$ cat config.mk
export PLATFORM = sky130hd
export DESIGN_NAME = rcs_top
export DESIGN_NICKNAME = d
export VERILOG_FILES = /design/src/hdl/rcs_top_end.sv /design/src/hdl/rcs_pkg.sv /design/src/hdl/rcs_sync.sv /design/src/hdl/rcs_wb.sv /design/src/hdl/rcs_top.sv
export VERILOG_INCLUDE_DIRS = /design/src /design/src/hdl
export SDC_FILE = /design/constraint.sdc
export NUM_CORES = 1
export LEC_CHECK = 0
export BUFFER_PORTS_ARGS = -buffer_cell sky130_fd_sc_hd__clkbuf_2
export CORE_MARGIN = 10
export CORE_UTILIZATION = 45
export DETAILED_ROUTE_END_ITERATION = 10
export GPL_ROUTABILITY_DRIVEN = 1
export PLACE_DENSITY = 0.75
export SLEW_MARGIN = 5
export SYNTH_ARGS = -nofsm -noshare
export SYNTH_HDL_FRONTEND = slang
export SYNTH_SLANG_ARGS = --single-unit
$ cat constraint.sdc
create_clock -name clk_i -period 3.5 [get_ports clk_i]
set_input_delay 0 -clock clk_i [delete_from_list [all_inputs] [get_ports clk_i]]
set_output_delay 0 -clock clk_i [all_outputs]
set_load 0.02 [all_outputs]
$ cat src/hdl/rcs_regs.svh
`ifndef RCS_REGS_SVH
`define RCS_REGS_SVH

// ----------------------------------------
// Register map
// ----------------------------------------
`define RCS_ADR_W 8
`define RCS_CFG_ADDR 8'h00
`define RCS_STAT_ADDR 8'h04
`define RCS_CFG_RESET 16'h0028
`define RCS_CFG_LOAD_BIT 15
`define RCS_CFG_WR_MASK 16'h7FFF
`define RCS_DAT_ZERO 32'h0000_0000
`define RCS_HI_ZERO 16'h0000

// ----------------------------------------
// Status word fields
// ----------------------------------------
`define RCS_ST_MODE 0
`define RCS_ST_PORT_LO 1
`define RCS_ST_PORT_HI 2
`define RCS_ST_D21 3
`define RCS_ST_D2524_LO 4
`define RCS_ST_D2524_HI 5
`define RCS_ST_CLK_LO 6
`define RCS_ST_CLK_HI 7
`define RCS_ST_CFG_EN 8
`define RCS_ST_PAD 7'h00

// ----------------------------------------
// Defaults when overrides are off
// ----------------------------------------
`define RCS_DEF_MODE 1'h1
`define RCS_DEF_PORT 2'h3
`define RCS_DEF_D21 1'h0
`define RCS_DEF_D2524 2'h0

// ----------------------------------------
// Synchronised pin vector layout
// ----------------------------------------
`define RCS_P_D16 0
`define RCS_P_D19 1
`define RCS_P_D20 2
`define RCS_P_D21 3
`define RCS_P_D24 4
`define RCS_P_D25 5
`define RCS_P_CFG_EN 6
`define RCS_P_CLK0 7
`define RCS_P_CLK1 8

// ----------------------------------------
// Timing
// ----------------------------------------
`define RCS_CLK_MHZ 25
`define RCS_RST_OUT_NS 1000
`define RCS_HOLD_CYC ((`RCS_RST_OUT_NS * `RCS_CLK_MHZ + 999) / 1000)
`define RCS_CNT_ZERO 8'h00

`endif

$ cat src/hdl/rcs_top_end.sv
`timescale 1ns/1ps
`default_nettype none
`default_nettype wire

$ cat src/hdl/rcs_pkg.sv
package rcs_pkg;
  typedef enum logic {RCS_ST_HOLD, RCS_ST_RUN} rcs_state_t;
  typedef logic [8:0] rcs_pins_t;
  typedef logic [15:0] rcs_word16_t;
  typedef logic [7:0] rcs_cnt_t;
endpackage

$ cat src/hdl/rcs_sync.sv
`timescale 1ns/1ps
`default_nettype none
module rcs_sync (
  input wire logic clk_i,
  input wire logic rst_i,
  input wire logic ce_i,
  input wire rcs_pkg::rcs_pins_t pin_i,
  output var rcs_pkg::rcs_pins_t pin_o
);
  import rcs_pkg::*;

  typedef struct packed {
    rcs_pins_t s1;
    rcs_pins_t s2;
    rcs_pins_t s3;
    rcs_pins_t stb;
  } rcs_sync_t;

  rcs_sync_t sync_reg;
  rcs_sync_t sync_next;
  rcs_pins_t agreed;

  // ----------------------------------------
  // Accept a level once stages two and three agree
  // ----------------------------------------
  genvar i;
  generate
    for (i = 0; i < $bits(rcs_pins_t); i++) begin : g_bit
      assign agreed[i] = (sync_reg.s2[i] == sync_reg.s3[i]) ? sync_reg.s2[i] : sync_reg.stb[i];
    end
  endgenerate

  always_comb begin
    sync_next = sync_reg;
    if (ce_i) begin
      sync_next.s1 = pin_i;
      sync_next.s2 = sync_reg.s1;
      sync_next.s3 = sync_reg.s2;
      sync_next.stb = agreed;
    end
  end

  always_ff @(posedge clk_i) begin
    if (rst_i) begin
      sync_reg <= '0;
    end else begin
      sync_reg <= sync_next;
    end
  end

  assign pin_o = sync_reg.stb;
endmodule // rcs_sync
`default_nettype wire

$ cat src/hdl/rcs_wb.sv
`timescale 1ns/1ps
`default_nettype none
`include "rcs_regs.svh"
module rcs_wb (
  input wire logic clk_i,
  input wire logic rst_i,
  input wire logic ce_i,
  input wire logic cyc_i,
  input wire logic stb_i,
  input wire logic we_i,
  input wire logic [`RCS_ADR_W-1:0] adr_i,
  input wire rcs_pkg::rcs_word16_t cfg_i,
  input wire rcs_pkg::rcs_word16_t stat_i,
  output logic ack_o,
  output logic err_o,
  output logic [31:0] dat_o,
  output logic wr_cfg_o
);
  import rcs_pkg::*;

  typedef struct packed {
    logic ack;
    logic err;
    logic [31:0] dat;
  } rcs_wb_t;

  rcs_wb_t wb_reg;
  rcs_wb_t wb_next;
  logic req;

  assign req = cyc_i && stb_i && !wb_reg.ack && !wb_reg.err;

  // ----------------------------------------
  // Decode; answer one cycle after the request
  // ----------------------------------------
  always_comb begin
    wb_next = wb_reg;
    if (ce_i) begin
      wb_next.ack = 1'b0;
      wb_next.err = 1'b0;
      if (req && adr_i == `RCS_CFG_ADDR) begin
        wb_next.ack = 1'b1;
        wb_next.dat = {`RCS_HI_ZERO, cfg_i};
      end else if (req && adr_i == `RCS_STAT_ADDR) begin
        wb_next.ack = 1'b1;
        wb_next.dat = {`RCS_HI_ZERO, stat_i};
      end else if (req) begin
        wb_next.err = 1'b1;
        wb_next.dat = `RCS_DAT_ZERO;
      end
    end
  end

  always_ff @(posedge clk_i) begin
    if (rst_i) begin
      wb_reg <= '0;
    end else begin
      wb_reg <= wb_next;
    end
  end

  // Write lands on the edge where the master sees ack
  assign wr_cfg_o = cyc_i && stb_i && we_i && wb_reg.ack && adr_i == `RCS_CFG_ADDR;
  assign ack_o = wb_reg.ack;
  assign err_o = wb_reg.err;
  assign dat_o = wb_reg.dat;
endmodule // rcs_wb
`default_nettype wire

$ cat src/hdl/rcs_top.sv
// What this block does
// - Config register resets 0x0028, load bit reserved
// - Status register bits are read-only
// - Overrides only D25:24, D21:19, D16
// - Other data pins never affect results
// - D16 high selects master mode, default
// - D16 low with enable gives reserved mode
// - D26 and D17 ignored for mode
// - Clock-mode pins ignored after reset ends
// - Mode bit lives in status register
// - Boot port size from D20:19 at negation
//
// The address map and register access over Wishbone were chosen for this implementation.
`timescale 1ns/1ps
`default_nettype none
`include "rcs_regs.svh"
module rcs_top (
  input wire logic clk_i,
  input wire logic rst_i,
  input wire logic ce_i,
  input wire logic wb_cyc_i,
  input wire logic wb_stb_i,
  input wire logic wb_we_i,
  input wire logic [`RCS_ADR_W-1:0] wb_adr_i,
  input wire logic [3:0] wb_sel_i,
  input wire logic [31:0] wb_dat_i,
  output logic [31:0] wb_dat_o,
  output logic wb_ack_o,
  output logic wb_err_o,
  input wire logic [31:0] data_pins_i,
  input wire logic reset_config_enable_i,
  input wire logic [1:0] clock_mode_select_pins_i,
  output logic reset_output_n_o,
  output logic chip_mode_o,
  output logic [1:0] boot_chip_select_size_o,
  output logic [1:0] clock_mode_o,
  output logic [2:0] override_misc_o,
  output rcs_pkg::rcs_word16_t chip_config_o
);
  import rcs_pkg::*;

  // ----------------------------------------
  // State
  // ----------------------------------------
  typedef struct packed {
    rcs_state_t state;
    rcs_cnt_t cnt;
    logic rst_out_n;
    rcs_word16_t cfg;
    logic mode;
    logic [1:0] port;
    logic d21;
    logic [1:0] d2524;
    logic [1:0] clk_sel;
    logic cfg_en_seen;
  } rcs_main_t;

  localparam rcs_main_t RST_VAL = '{
    state: RCS_ST_HOLD,
    cnt: rcs_cnt_t'(`RCS_HOLD_CYC - 1),
    rst_out_n: 1'b0,
    cfg: `RCS_CFG_RESET,
    mode: `RCS_DEF_MODE,
    port: `RCS_DEF_PORT,
    d21: `RCS_DEF_D21,
    d2524: `RCS_DEF_D2524,
    clk_sel: 2'h0,
    cfg_en_seen: 1'b0
  };

  rcs_main_t main_reg;
  rcs_main_t main_next;
  rcs_pins_t pins_raw;
  rcs_pins_t pins;
  rcs_word16_t stat_word;
  rcs_word16_t wr_mask;
  logic wr_cfg;
  logic capture;
  logic cfg_en_on;

  // ----------------------------------------
  // Pin gathering
  // ----------------------------------------
  // Only the override pins are wired in; the rest of the bus stays unread
  // Unsampled data pins cannot reach any result
  always_comb begin
    pins_raw = '0;
    pins_raw[`RCS_P_D16] = data_pins_i[16];
    pins_raw[`RCS_P_D19] = data_pins_i[19];
    pins_raw[`RCS_P_D20] = data_pins_i[20];
    pins_raw[`RCS_P_D21] = data_pins_i[21];
    pins_raw[`RCS_P_D24] = data_pins_i[24];
    pins_raw[`RCS_P_D25] = data_pins_i[25];
    pins_raw[`RCS_P_CFG_EN] = reset_config_enable_i;
    pins_raw[`RCS_P_CLK0] = clock_mode_select_pins_i[0];
    pins_raw[`RCS_P_CLK1] = clock_mode_select_pins_i[1];
  end

  rcs_sync u_sync (
    .clk_i(clk_i),
    .rst_i(rst_i),
    .ce_i(ce_i),
    .pin_i(pins_raw),
    .pin_o(pins)
  );

  // ----------------------------------------
  // Register bus
  // ----------------------------------------
  rcs_wb u_wb (
    .clk_i(clk_i),
    .rst_i(rst_i),
    .ce_i(ce_i),
    .cyc_i(wb_cyc_i),
    .stb_i(wb_stb_i),
    .we_i(wb_we_i),
    .adr_i(wb_adr_i),
    .cfg_i(main_reg.cfg),
    .stat_i(stat_word),
    .ack_o(wb_ack_o),
    .err_o(wb_err_o),
    .dat_o(wb_dat_o),
    .wr_cfg_o(wr_cfg)
  );

  // ----------------------------------------
  // Status word
  // ----------------------------------------
  // No write path reaches these bits
  always_comb begin
    stat_word = {
      `RCS_ST_PAD,
      main_reg.cfg_en_seen,
      main_reg.clk_sel,
      main_reg.d2524,
      main_reg.d21,
      main_reg.port,
      main_reg.mode
    };
  end

  // Load bit excluded from the mask so it always reads zero
  assign wr_mask = {{8{wb_sel_i[1]}}, {8{wb_sel_i[0]}}} & `RCS_CFG_WR_MASK;

  assign cfg_en_on = pins[`RCS_P_CFG_EN];

  // ----------------------------------------
  // Reset sequencing and capture
  // ----------------------------------------
  always_comb begin
    main_next = main_reg;
    capture = 1'b0;
    if (ce_i) begin
      case (main_reg.state)
        RCS_ST_HOLD: begin
          if (main_reg.cnt == `RCS_CNT_ZERO) begin
            main_next.state = RCS_ST_RUN;
            main_next.rst_out_n = 1'b1;
            capture = 1'b1;
            // Clock mode has no default; pins are taken as driven
            main_next.clk_sel = {pins[`RCS_P_CLK1], pins[`RCS_P_CLK0]};
            main_next.cfg_en_seen = cfg_en_on;
            if (cfg_en_on) begin
              main_next.mode = pins[`RCS_P_D16];
              main_next.port = {pins[`RCS_P_D20], pins[`RCS_P_D19]};
              main_next.d21 = pins[`RCS_P_D21];
              main_next.d2524 = {pins[`RCS_P_D25], pins[`RCS_P_D24]};
            end else begin
              main_next.mode = `RCS_DEF_MODE;
              main_next.port = `RCS_DEF_PORT;
              main_next.d21 = `RCS_DEF_D21;
              main_next.d2524 = `RCS_DEF_D2524;
            end
          end else begin
            main_next.cnt = main_reg.cnt - 8'h01;
          end
        end
        RCS_ST_RUN: begin
          // Results frozen until the next reset; pins no longer looked at
          main_next.clk_sel = main_reg.clk_sel;
        end
        default: begin
          main_next.state = RCS_ST_HOLD;
        end
      endcase
      if (wr_cfg) begin
        main_next.cfg = (main_reg.cfg & ~wr_mask) | (wb_dat_i[15:0] & wr_mask);
      end
    end
  end

  always_ff @(posedge clk_i) begin
    if (rst_i) begin
      main_reg <= RST_VAL;
    end else begin
      main_reg <= main_next;
    end
  end

  // ----------------------------------------
  // Outputs
  // ----------------------------------------
  assign reset_output_n_o = main_reg.rst_out_n;
  assign chip_mode_o = main_reg.mode;
  assign boot_chip_select_size_o = main_reg.port;
  assign clock_mode_o = main_reg.clk_sel;
  assign override_misc_o = {main_reg.d2524, main_reg.d21};
  assign chip_config_o = main_reg.cfg;
endmodule // rcs_top
`default_nettype wire

==> impl_metrics.ini <==
[outcome]
outcome = finished clean

[drt]
remaining_drc_errors = 0
first_pass_iters = 4
routed_wl_um = 8370
num_vias = 2886
drt_iter0_markers = 120
drtAntennaViolNets = 0
drt-wirelength-per-cell_um = 14.4
vias_per_cell = 4.95

[critical_path]
crit_arrival_ns = 2.07
required_ns = 3.74
cp-end-kind = register
worstSetupPathType = register to register
path_cells = inv_1, ha_1, nor3b_1, nand3_1, nor3b_1, o21bai_1
slowest_stage = nor3b_1
cp_common_cell = nor3b_1
reg2reg_from = main_reg[26]
critical_path.startpoint = main_reg[26]
cp-start-kind = register
crit_fanout = 9
critical-path-max-stage-delay_ns = 0.37

[sta]
rsz0062_at_grt = false
hold_viol = 0
fmax_mhz = 546
post-route-period-util_pct = 52.4
worstMarginPinSlew_ns = 1.06
final.setup.tns_ns = 0
min_period_ns = 1.83
setup_viol = 0
drv_slew = 0
skew_ns = 0.00743
slew_headroom_pct = 29.1

[synthesis]
syn_area_um2 = 3730
ys_seq_area_share_pct = 46.7
synth_edf_count = 0
syn_area_per_cell_um2 = 9.32
yosysUniqueCellTypes = 42
synth-xor-area-share_pct = 0.940
muxShareOfSynthArea_pct = 12.7
ys_seq_elements = 87
ys.flop_type = dfxtp_1
synth_fa_ha_area_share_pct = 0.671
synth_simple_gate_area_share_pct = 17.1
asyncSetResetFlopFracSynth_pct = 0
synth_top_family_by_area = simple AND/OR/NAND/NOR gates
syn_inst = 400
synth_compound_area_share_pct = 11.1
yosys_warnings = 0

[floorplanning]
rows = 33
ios = 144
start_util_pct = 45.8
die_h_um = 111
core_um2 = 8130
die_area_um2 = 12300
die_width_um = 111

[final_layout]
final_layout_size_suffix_gt1_share_pct = 23.0
layout.cells.most_common = dfxtp_1
area_growth_pct = 17.8
multi_input_area_um2 = 1650
final_cell_mix = dfxtp_1 (87), clkbuf_2 (80), nor2_1 (61)
ff_latch_area_um2 = 1740
num_antenna_cells = 0
nFillCells = 731
layoutNonFillerInstCount = 583
largest_register_ffs = 27
layout.nets = 561

[placed_design]
gp_congestion = 0.816
dp.final_hpwl_um = 6130
io_buffers = 80
placed_cells = 544

[hold_path]
hold_class = primary input to register
min_from = wb_adr_i[4]

[clock_tree]
cts_buffers = 9
cts-root-buf = clkbuf_8
post-cts-setup-buffers = 0
clk_path_buf_depth = 2
post_cts_resized = 0
cts.sink_count = 87
cts_tree = yes
clk_pin_slew_ns = 0.08
clk_latency_ns = 0.35
htreeDepth = 3
holdBufCountCts = 24

[power_and_ir_drop]
powerDensity_nw_per_um2 = 427
p_sw_uw = 432
p_comb_share_pct = 8.6
seqPwrFrac_pct = 54.6
max-vdd-ir-drop_uv = 216
p_int_uw = 1440
p_sw_share_pct = 23.0
clkPwrFrac_pct = 36.8
leakage_uw = 0.00187

[global_route]
grt_antenna_before_repair = 0
met3_usage_pct = 5.19
grt_pass1_wl_um = 14200
globalRoute.totalOverflow = 0
grtUsageMet1_pct = 16.5
grt_max_degree = 56
first_global_vias = 2956
met2_usage_pct = 21.1
busiest_layer = met2
grt_use_total_pct = 13.4

[flow_run]
cap_violations = 0
[synth_stat cells, types with 3 or more instances]
cell      instances  area [µm²]
a21o_1            4        30.0
a21oi_1          30         150
a22oi_1           9        67.6
and2_1            5        31.3
buf_4            40         300
clkbuf_1         16        60.1
dfxtp_1          87        1740
inv_1             3        11.3
mux2_2            9         101
mux2i_1          37         370
nand2_1          20        75.1
nand2b_1          4        25.0
nand3_1          11        55.1
nor2_1           61         229
nor3_1            4        20.0
nor3b_1           4        30.0
o211ai_1          3        22.5
o21ai_0          15        75.1
o21bai_1          3        22.5
xor2_1            3        26.3
[metal layers]
layer / wire length (µm) / share of wire (%) / vias to the layer above
met2: 3730 / 45 / 90
met4: 111 / 1.3 / 0
met1: 3890 / 46 / 1321
li1: - / - / 1465
met3: 644 / 7.7 / 10
met5: 0 / 0 / -
[final cells by class]
type                    instances  area share, %
inverters                       3          0.256
repair buffers                106           14.9
well taps                     105           2.99
flip-flops and latches         87           39.7
clock inverters                 3          0.969
clock buffers                  12           3.53
multi-input cells             267           37.7
[metrics by stage]
| step | instance area, µm² | worst slack, ns | hold slack, ns | total power [µW] | utilization, % |
|---|---|---|---|---|---|
| floorplan | 3790 | 1.86 | 0.133 | 1160 | - |
| global placement | 3950 | 1.64 | 0.221 | 1180 | 48.6 |
| detailed placement | 3950 | 1.60 | 0.241 | 1190 | 48.6 |
| CTS | 4390 | 1.66 | 0.134 | 1890 | 54.0 |
| global route | 4390 | 1.31 | 0.158 | 1960 | 54.0 |
| finish | 4390 | 1.67 | 0.137 | 1880 | 54.0 |
[worst max-delay path: cells and delay by family, from the launching register on]
| kind | cells | cell delay [ns] |
|---|---|---|
| AOI/OAI and AO/OA | 1 | 0.09 |
| adders and majority gates | 1 | 0.16 |
| buffers and inverters | 1 | 0.10 |
| DFF | 1 | 0.35 |
| and+or+nand+nor | 3 | 1.03 |
[logic make-up after synthesis]
family | Yosys count
simple gates | 126
flops | 87
compound gates | 71
buf+inv | 63
mux | 46
xor+xnor | 4
fa+ha+maj | 2
other cells | 1
[power groups by stage]
stage	clock, µW	combinational, µW	sequential [µW]
6_report	690	161	1020
5_1_grt	752	177	1030
4_1_cts	704	160	1020
3_5_place_dp	0	138	1050
3_3_place_gp	0	134	1050
2_1_floorplan	0	117	1040
[final timing paths]
path                                                   end  slack (ns)  cells past startpoint
worst max-delay path            boot_chip_select_size_o[0]        1.67                      6
worst max register to register  boot_chip_select_size_o[0]        1.67                      6
worst min register to register               u_wb.dat_o[9]        0.46                      2
worst min-delay path                            u_wb.err_o        0.14                      4
(Power assumes the default switching activity.)
